[src/mcd_defines.svh]
// Offsets, field positions, reset values and widths of the main clock divider and gating block.
// Assumes inclusion by bare name from every file that needs these constants.
`ifndef MCD_DEFINES_SVH
`define MCD_DEFINES_SVH

`define MCD_OFF_CPU_DIVISION_REGISTER      8'h04
`define MCD_OFF_AHB_CLOCK_GATE_MASK     8'h10
`define MCD_OFF_STATUS      8'h20
`define MCD_OFF_IRQMASK     8'h24

`define MCD_DIV_W           8
`define MCD_CPU_DIVISION_REGISTER_RST      8'h01
`define MCD_GATE_W          13
`define MCD_AHB_CLOCK_GATE_MASK_RST     13'h1FFF
`define MCD_TRUSTED_RAM_BIT        12

`define MCD_ST_W            2
`define MCD_ST_VIOL         0
`define MCD_ST_APPLY        1
`define MCD_ST_RST          2'h0
`define MCD_IRQMASK_RST     2'h0

`define MCD_HTRANS_NONSEQ   2'h2
`define MCD_HRESP_OKAY      1'h0

`endif

[src/mcd_pkg.sv]
// Types shared by the main clock divider and gating block.
// Assumes the AHB-Lite signal set of a single-slave bus.
package mcd_pkg;

  typedef struct packed {
    logic        hsel;
    logic [1:0]  htrans;
    logic [31:0] haddr;
    logic        hwrite;
    logic [2:0]  hsize;
    logic [31:0] hwdata;
    logic        hready;
  } mcd_ahb_req_t;

  typedef struct packed {
    logic        hreadyout;
    logic        hresp;
    logic [31:0] hrdata;
  } mcd_ahb_rsp_t;

  typedef enum logic [1:0] {
    MCD_BUS_IDLE = 2'b00,
    MCD_BUS_WR   = 2'b01,
    MCD_BUS_RDW  = 2'b10,
    MCD_BUS_RDD  = 2'b11
  } mcd_bus_st_t;

endpackage

[src/mcd_top.sv]
// Main clock controller slice: CPU-domain prescaler and AHB client clock gating behind an AHB-Lite slave.
// Assumes one clock; derived clocks leave as one-cycle enable pulses that the clients qualify their clock with.
//
// Decided for this implementation: the AHB-Lite register port.
`timescale 1ns/100ps
`include "mcd_defines.svh"

// How it works
// - Always enabled, no local reset or enable
// - Prescaler division setting is eight bits wide
// - After reset, division one: undivided clock
// - CPU clock rate is main rate over division
// - Forbidden value stored, not used, violation flagged
// - Division writable while everything keeps running
// - New division hits all domain enables together
// - Trusted RAM gate bit low stops clock
// - Trusted RAM gate bit high runs clock
module mcd_top (
  input  wire logic                  core_clk_in,
  input  wire logic                  rst_n_in,
  input  wire mcd_pkg::mcd_ahb_req_t ahb_in,
  output mcd_pkg::mcd_ahb_rsp_t      ahb_out,
  output logic                       cpu_clk_en_out,
  output logic [`MCD_GATE_W-1:0]     ahb_clk_en_out,
  output logic                       trusted_ram_clk_en_out,
  output logic                       peripheral_access_guard_viol_out,
  output logic                       irq_out
);
  import mcd_pkg::*;

  // Bus slave state
  mcd_bus_st_t              bus_st_q;
  mcd_bus_st_t              bus_st_d;
  logic [7:0]               addr_q;
  logic [7:0]               addr_d;
  logic [31:0]              hrdata_q;
  logic [31:0]              hrdata_d;
  logic                     accept;

  // Software registers
  logic [`MCD_DIV_W-1:0]    cpu_division_register_q;
  logic [`MCD_DIV_W-1:0]    cpu_division_register_d;
  logic [`MCD_GATE_W-1:0]   ahb_clock_gate_mask_q;
  logic [`MCD_GATE_W-1:0]   ahb_clock_gate_mask_d;
  logic [`MCD_ST_W-1:0]     status_q;
  logic [`MCD_ST_W-1:0]     status_d;
  logic [`MCD_ST_W-1:0]     irqmask_q;
  logic [`MCD_ST_W-1:0]     irqmask_d;
  logic                     viol_q;
  logic                     viol_d;
  logic                     div_wr;
  logic                     div_legal;
  logic [`MCD_ST_W-1:0]     st_set;

  // Prescaler
  logic [`MCD_DIV_W-1:0]    act_div_q;
  logic [`MCD_DIV_W-1:0]    act_div_d;
  logic [`MCD_DIV_W-1:0]    pend_div_q;
  logic [`MCD_DIV_W-1:0]    pend_div_d;
  logic                     pend_q;
  logic                     pend_d;
  logic [`MCD_DIV_W-1:0]    cnt_q;
  logic [`MCD_DIV_W-1:0]    cnt_d;
  logic                     tick_q;
  logic                     tick_d;
  logic [`MCD_GATE_W-1:0]   clken_q;
  logic [`MCD_GATE_W-1:0]   clken_d;
  logic                     wrap;

  // Only powers of two are usable; zero would wrap the counter at 255 and give a 256-cycle period
  function automatic logic div_ok(input logic [`MCD_DIV_W-1:0] v);
    div_ok = (v != '0) && ((v & (v - `MCD_DIV_W'(1))) == '0);
  endfunction

  function automatic logic [31:0] rd_mux(input logic [7:0] a,
                                         input logic [`MCD_DIV_W-1:0] dv,
                                         input logic [`MCD_GATE_W-1:0] gm,
                                         input logic [`MCD_ST_W-1:0] st,
                                         input logic [`MCD_ST_W-1:0] im);
    unique case (a)
      `MCD_OFF_CPU_DIVISION_REGISTER:  rd_mux = 32'(dv);
      `MCD_OFF_AHB_CLOCK_GATE_MASK: rd_mux = 32'(gm);
      `MCD_OFF_STATUS:  rd_mux = 32'(st);
      `MCD_OFF_IRQMASK: rd_mux = 32'(im);
      default:          rd_mux = 32'h0000_0000;
    endcase
  endfunction

  // Bus: writes complete with no wait, reads take one wait state so the data comes from a flop
  assign accept = ahb_in.hsel && ahb_in.htrans[1] && ahb_in.hready;

  always_comb begin
    bus_st_d = MCD_BUS_IDLE;
    addr_d   = addr_q;
    hrdata_d = hrdata_q;
    unique case (bus_st_q)
      MCD_BUS_RDW: begin
        bus_st_d = MCD_BUS_RDD;
        hrdata_d = rd_mux(addr_q, cpu_division_register_q, ahb_clock_gate_mask_q, status_q, irqmask_q);
      end
      MCD_BUS_IDLE, MCD_BUS_WR, MCD_BUS_RDD: begin
        if (accept) begin
          bus_st_d = ahb_in.hwrite ? MCD_BUS_WR : MCD_BUS_RDW;
          addr_d   = ahb_in.haddr[7:0];
        end
      end
    endcase
  end

  always_ff @(posedge core_clk_in) begin
    if (!rst_n_in) begin
      bus_st_q <= MCD_BUS_IDLE;
      addr_q   <= 8'h00;
      hrdata_q <= 32'h0000_0000;
    end else begin
      bus_st_q <= bus_st_d;
      addr_q   <= addr_d;
      hrdata_q <= hrdata_d;
    end
  end

  assign ahb_out.hreadyout = (bus_st_q != MCD_BUS_RDW);
  assign ahb_out.hresp     = `MCD_HRESP_OKAY;
  assign ahb_out.hrdata    = hrdata_q;

  // Registers; the division may be rewritten at any time without stopping anything
  assign div_wr    = (bus_st_q == MCD_BUS_WR) && (addr_q == `MCD_OFF_CPU_DIVISION_REGISTER);
  assign div_legal = div_ok(ahb_in.hwdata[`MCD_DIV_W-1:0]);

  always_comb begin
    cpu_division_register_d  = cpu_division_register_q;
    ahb_clock_gate_mask_d = ahb_clock_gate_mask_q;
    irqmask_d = irqmask_q;
    status_d  = status_q;
    viol_d    = 1'b0;
    st_set    = '0;
    st_set[`MCD_ST_VIOL]  = div_wr && !div_legal;
    st_set[`MCD_ST_APPLY] = wrap && pend_q;
    if (bus_st_q == MCD_BUS_WR) begin
      unique case (addr_q)
        `MCD_OFF_CPU_DIVISION_REGISTER: begin
          cpu_division_register_d = ahb_in.hwdata[`MCD_DIV_W-1:0];
          viol_d   = !div_legal;
        end
        // Reserved bits 11:8 are stored as written; software keeps them at one
        `MCD_OFF_AHB_CLOCK_GATE_MASK: ahb_clock_gate_mask_d = ahb_in.hwdata[`MCD_GATE_W-1:0];
        `MCD_OFF_STATUS:  status_d  = status_q & ~ahb_in.hwdata[`MCD_ST_W-1:0];
        `MCD_OFF_IRQMASK: irqmask_d = ahb_in.hwdata[`MCD_ST_W-1:0];
        default: ;
      endcase
    end
    // Set beats a simultaneous write-one-to-clear
    status_d = status_d | st_set;
  end

  // Only the chip reset clears this state; no enable or soft reset exists
  always_ff @(posedge core_clk_in) begin
    if (!rst_n_in) begin
      cpu_division_register_q  <= `MCD_CPU_DIVISION_REGISTER_RST;
      ahb_clock_gate_mask_q <= `MCD_AHB_CLOCK_GATE_MASK_RST;
      status_q  <= `MCD_ST_RST;
      irqmask_q <= `MCD_IRQMASK_RST;
      viol_q    <= 1'b0;
    end else begin
      cpu_division_register_q  <= cpu_division_register_d;
      ahb_clock_gate_mask_q <= ahb_clock_gate_mask_d;
      status_q  <= status_d;
      irqmask_q <= irqmask_d;
      viol_q    <= viol_d;
    end
  end

  assign peripheral_access_guard_viol_out = viol_q;
  assign irq_out = |(status_q & irqmask_q);

  // Prescaler: a tick every act_div cycles, so f_cpu = f_main / division
  assign wrap = (cnt_q == `MCD_DIV_W'(act_div_q - `MCD_DIV_W'(1)));

  always_comb begin
    cnt_d      = wrap ? '0 : `MCD_DIV_W'(cnt_q + `MCD_DIV_W'(1));
    act_div_d  = act_div_q;
    pend_div_d = pend_div_q;
    pend_d     = pend_q;
    tick_d     = wrap;
    // Switching only at the period end keeps every period whole
    if (wrap && pend_q) begin
      act_div_d = pend_div_q;
      pend_d    = 1'b0;
    end
    // A forbidden value never reaches the prescaler
    if (div_wr && div_legal) begin
      pend_div_d = ahb_in.hwdata[`MCD_DIV_W-1:0];
      pend_d     = 1'b1;
    end
  end

  // Gate bits are sampled at the period end, so a change never truncates a pulse
  for (genvar i = 0; i < `MCD_GATE_W; i++) begin : g_gate
    assign clken_d[i] = wrap && ahb_clock_gate_mask_q[i];
  end

  always_ff @(posedge core_clk_in) begin
    if (!rst_n_in) begin
      act_div_q  <= `MCD_CPU_DIVISION_REGISTER_RST;
      pend_div_q <= `MCD_CPU_DIVISION_REGISTER_RST;
      pend_q     <= 1'b0;
      cnt_q      <= '0;
      tick_q     <= 1'b0;
      clken_q    <= '0;
    end else begin
      act_div_q  <= act_div_d;
      pend_div_q <= pend_div_d;
      pend_q     <= pend_d;
      cnt_q      <= cnt_d;
      tick_q     <= tick_d;
      clken_q    <= clken_d;
    end
  end

  // One shared counter drives every enable of the domain, so all see a change together
  assign cpu_clk_en_out         = tick_q;
  assign ahb_clk_en_out         = clken_q;
  assign trusted_ram_clk_en_out = clken_q[`MCD_TRUSTED_RAM_BIT];

endmodule // mcd_top

[config.mk]
export PLATFORM = sky130hd
export DESIGN_NAME = mcd_top
export DESIGN_NICKNAME = d
export VERILOG_FILES = /design/src/mcd_pkg.sv /design/src/mcd_top.sv
export VERILOG_INCLUDE_DIRS = /design/src
export SDC_FILE = /design/constraint.sdc
export NUM_CORES = 1
export LEC_CHECK = 0
export ABC_AREA = 0
export BUFFER_PORTS_ARGS = -buffer_cell sky130_fd_sc_hd__buf_2
export CAP_MARGIN = 20
export CORE_ASPECT_RATIO = 1.75
export CORE_MARGIN = 5
export CORE_UTILIZATION = 30
export CTS_CLUSTER_SIZE = 24
export DETAILED_ROUTE_END_ITERATION = 10
export PLACE_DENSITY = 0.62
export SLEW_MARGIN = 20
export SYNTH_ARGS = -nofsm -noshare
export SYNTH_HDL_FRONTEND = slang
export SYNTH_SLANG_ARGS = --single-unit
[constraint.sdc]
create_clock -name core_clk_in -period 2.1 [get_ports core_clk_in]
set_clock_uncertainty 0.15 [all_clocks]
set_input_delay 0.21 -clock core_clk_in [delete_from_list [all_inputs] [get_ports core_clk_in]]
set_output_delay 0.21 -clock core_clk_in [all_outputs]
set_load 0.005 [all_outputs]
==> flow_summary_export.csv <==
group,metric,value,unit
sta,max_freq,495,MHz
route,met1_length,3.30,mm
route,viasPerCell,4.61,
logic_synthesis,synth-seq-cells,88,
critical_path,worst-path-buf-inv,0,
critical_path,crit_chain,"or4_4, nor2_4, nand3b_4, or3_4, mux2i_1, nor2_1",
route,firstDrtPassIters,4,
grt,grt_pass1_vias,2934,
critical_path,worstSetupPathType,"reg -> reg",
clock_network,cts_made_buffers,9,
logic_synthesis,syn_inst,405,
worst_hold_path,min_path_type,"in -> reg",
clock_network,clkTransAtPathRegs,0.06,ns
critical_path,cp_top_family,"simple AND/OR/NAND/NOR gates",
pwr,p_leak,2.00,nW
placement,place_congestion,0.774,
route,ant_nets,0,
grt,grt_first_pass_wirelength,13.9,mm
floorplan,fp-row-count,54,
critical_path,crit_path_max_incr_delay,0.55,ns
sta,tightest_slew,0.813,ns
logic_synthesis,ys.warnings.count,0,
sta,setup_violations,0,
critical_path,path_max_fanout,6,
route,drc,0,
placement,pre_cts_slack,-0.0181,ns
grt,antenna_found_initial,0,
placement,io_buffers,57,
sta,setup_slack,0.0789,ns
cells_and_area,fin_nets,569,
sta,finalCritPeriodShare,96.2,%
critical_path,cp.required,2.17,ns
grt,overflow,0,
route,wl_met3,403,um
route,top_layer_used,"met4",
logic_synthesis,async_flop_share,0,%
sta,final-hold-violation-count,0,
route,wl_met2,4.82,mm
critical_path,r2r_cells,6,
critical_path,reg2reg_slack,0.08,ns
logic_synthesis,post_synth_num_cell_types,48,
floorplan,coreArea,12400,sq um
grt,grt.total_usage,11.9,%
worst_hold_path,hold_end,"bus_st_q[0]$_SDFF_PN0_",
clock_network,clock_path_buffers,2,
route,detail_route.wl_per_cell,13.2,um
logic_synthesis,ys_seq_area_share,47.2,%
logic_synthesis,syn_avg_cell_area,9.22,sq um
run_status,outcome,"finished, final reports clean",
floorplan,dieArea,14900,sq um
worst_hold_path,hp-start,"ahb_in[71]",
critical_path,start_kind,"flip-flop",
cells_and_area,layout-drive-gt1-share,24.9,%
run,maxCapViolations,0,
cells_and_area,syn_to_final_growth,28.0,%
clock_network,clock_latency,0.34,ns
sta,grt_setup_unrepaired,"true",
critical_path,rr_endpoint,"irqmask_q[1]$_SDFFE_PN0P_",
critical_path,worstPathArrival,2.10,ns
sta,hold_ws,0.00603,ns
clock_network,cts.sinks,88,
logic_synthesis,synth_ff_type,"dfxtp_1",
route,drt_wl_total,8.82,mm
critical_path,end_kind,"flip-flop",
cells_and_area,antenna_cells,0,
pwr,power-per-cell-area,718,nW/um^2
floorplan,ios,125,
route,vias,3067,
critical_path,path_depth,6,
critical_path,crit_path_top_delay_cell,"or4_4",
pwr,peakVddDrop,0.341,mV
sta,slew_headroom,45.6,%
floorplan,initial_utilization,30.2,%
logic_synthesis,synth-edff-count,0,
floorplan,die_height,158,um
sta,slew_viol_final,0,
logic_synthesis,synth_area,3730,sq um
sta,finalSetupTns,0,ns
cells_and_area,final_util,38.6,%
floorplan,fp.dieW,94.3,um
placement,hpwl,6.54,mm
worst_hold_path,min_path_cells,3,
sta,period_needed,2.02,ns
clock_network,cts_tree,"done",
grt,grt_max_degree,31,
critical_path,r2r_start,"addr_q[6]$_SDFFE_PN0P_",
route,drtIter0Drc,173,
clock_network,root_buffer,"clkbuf_16",
clock_network,htree_levels,3,
worst max-delay path by stage:
stage	startpoint	to	slack, ns
floorplan	act_div_q[0]$_SDFFE_PN1P_	act_div_q[1]$_SDFFE_PN0P_	0.10
global placement	act_div_q[0]$_SDFFE_PN1P_	ahb_clk_en_out[0]$_SDFF_PN0_	0.04
detailed placement	act_div_q[0]$_SDFFE_PN1P_	ahb_clk_en_out[9]$_SDFF_PN0_	-0.02
CTS	act_div_q[0]$_SDFFE_PN1P_	act_div_q[4]$_SDFFE_PN0P_	0.02
global route	act_div_q[0]$_SDFFE_PN1P_	act_div_q[3]$_SDFFE_PN0P_	-0.06
finish	addr_q[6]$_SDFFE_PN0P_	irqmask_q[1]$_SDFFE_PN0P_	0.08
kinds of logic after synthesis:
kind of cell	share of synthesized area, %
xor+xnor	3.75
compound gates	8.98
other cells	0.100
mux	9.72
flops	47.2
simple gates	22.0
fa+ha+maj	0.939
buf+inv	7.27
flip-flops by register name (all words and copies together), names as in the netlist, 8 cells and up:
| register | cells |
|---|---|
| act_div_q | 8 |
| addr_q | 8 |
| ahb_clk_en_out | 13 |
| ahb_clock_gate_mask_q | 13 |
| cnt_q | 8 |
| cpu_division_register_q | 8 |
| hrdata_q | 13 |
| pend_div_q | 8 |
layout by cell type, fill, tap and decap left out, types with 2 or more instances in the layout:
| master | Yosys | layout |
|---|---|---|
| nor2_1 | 56 | 55 |
| nand2b_1 | 2 | 2 |
| buf_4 | 22 | 22 |
| dlygate4sd3_1 | 0 | 14 |
| clkbuf_16 | 0 | 9 |
| nand3_1 | 21 | 21 |
| mux2i_1 | 34 | 34 |
| xnor2_2 | 0 | 2 |
| nor3_4 | 0 | 2 |
| xor2_1 | 5 | 5 |
| buf_6 | 1 | 3 |
| a22o_1 | 7 | 7 |
| nor3_2 | 4 | 4 |
| buf_2 | 4 | 58 |
| a21oi_1 | 4 | 4 |
| a22oi_1 | 13 | 13 |
| dfxtp_1 | 88 | 86 |
| dfxtp_2 | 0 | 2 |
| inv_1 | 7 | 7 |
| nor3_1 | 5 | 3 |
| mux2_2 | 2 | 2 |
| a21boi_0 | 2 | 2 |
| o21ai_0 | 5 | 4 |
| o21a_1 | 3 | 3 |
| nand2_1 | 50 | 50 |
| inv_6 | 0 | 2 |
| and3_1 | 3 | 2 |
| xnor2_1 | 11 | 9 |
| nor2b_1 | 3 | 3 |
| o211ai_1 | 2 | 2 |
| conb_1 | 1 | 20 |
| and2_1 | 15 | 15 |
per-layer routing:
layer	up-vias	track usage, %
met4	0	6.13
li1	1508	-
met1	1467	12.1
met2	69	22.3
met3	23	2.73
met5	-	0
cell usage after synthesis (2+ instances only):
master,count,area share (%)
nand2b_1,2,0.34
xor2_1,5,1.2
nor2_1,56,5.6
nor3_1,5,0.67
mux2_2,2,0.60
a22o_1,7,1.6
buf_4,22,4.4
buf_2,4,0.54
nor4_1,2,0.34
xnor2_1,11,2.6
a22oi_1,13,2.6
ha_1,2,0.67
and2_1,15,2.5
nand2_1,50,5.0
nor2b_1,3,0.50
o21ai_0,5,0.67
mux2i_1,34,9.1
and3_1,3,0.50
inv_1,7,0.70
a21oi_1,4,0.54
o211ai_1,2,0.40
a21boi_0,2,0.40
nor3_2,4,1.1
o21a_1,3,0.60
clkbuf_1,12,1.2
nand3_1,21,2.8
dfxtp_1,88,47
timing repair:
item / in CTS / in global routing
hold buffers: 14 / 0
endpoints found under the setup margin: 25 / 50
setup buffers: 0 / 1
gates resized for setup: 5 / 17
endpoints found under the hold margin: 14 / 0
pin swaps: 2 / 8
gates cloned: 1 / 0
power by group:
part / switching [mW] / internal, mW / total (mW) / leakage, nW
Sequential: 0.0115 / 1.69 / 1.70 / 0.715
Clock: 0.675 / 0.843 / 1.52 / 0.137
Combinational: 0.113 / 0.0966 / 0.210 / 1.15
Total: 0.800 / 2.63 / 3.43 / 2.00
worst reg2reg max path: stages (launching register included):
cell and delay (ns):
dfxtp_1 0.31, or4_4 0.55, nor2_4 0.13, nand3b_4 0.13, or3_4 0.41, mux2i_1 0.17, nor2_1 0.05
through the flow:
step           instance area (sq um)  total power [mW]  cells
5_1_grt                         4780              3.55    666
3_5_place_dp                    4240              1.93    634
2_1_floorplan                   3800              1.87    424
6_report                        4780              3.43    666
3_3_place_gp                    4240              1.92    634
4_1_cts                         4680              3.46    665
final cells by class:
cell class / instances / area, sq um
Sequential cell: 88 / 1760
Timing Repair Buffer: 97 / 629
Multi-Input combinational cell: 289 / 1860
Fill cell: 1240 / 7590
Clock inverter: 5 / 38.8
Tap cell: 168 / 210
Clock buffer: 11 / 243
Inverter: 8 / 30.0
No activity file was read; power rests on OpenSTA's default activity.
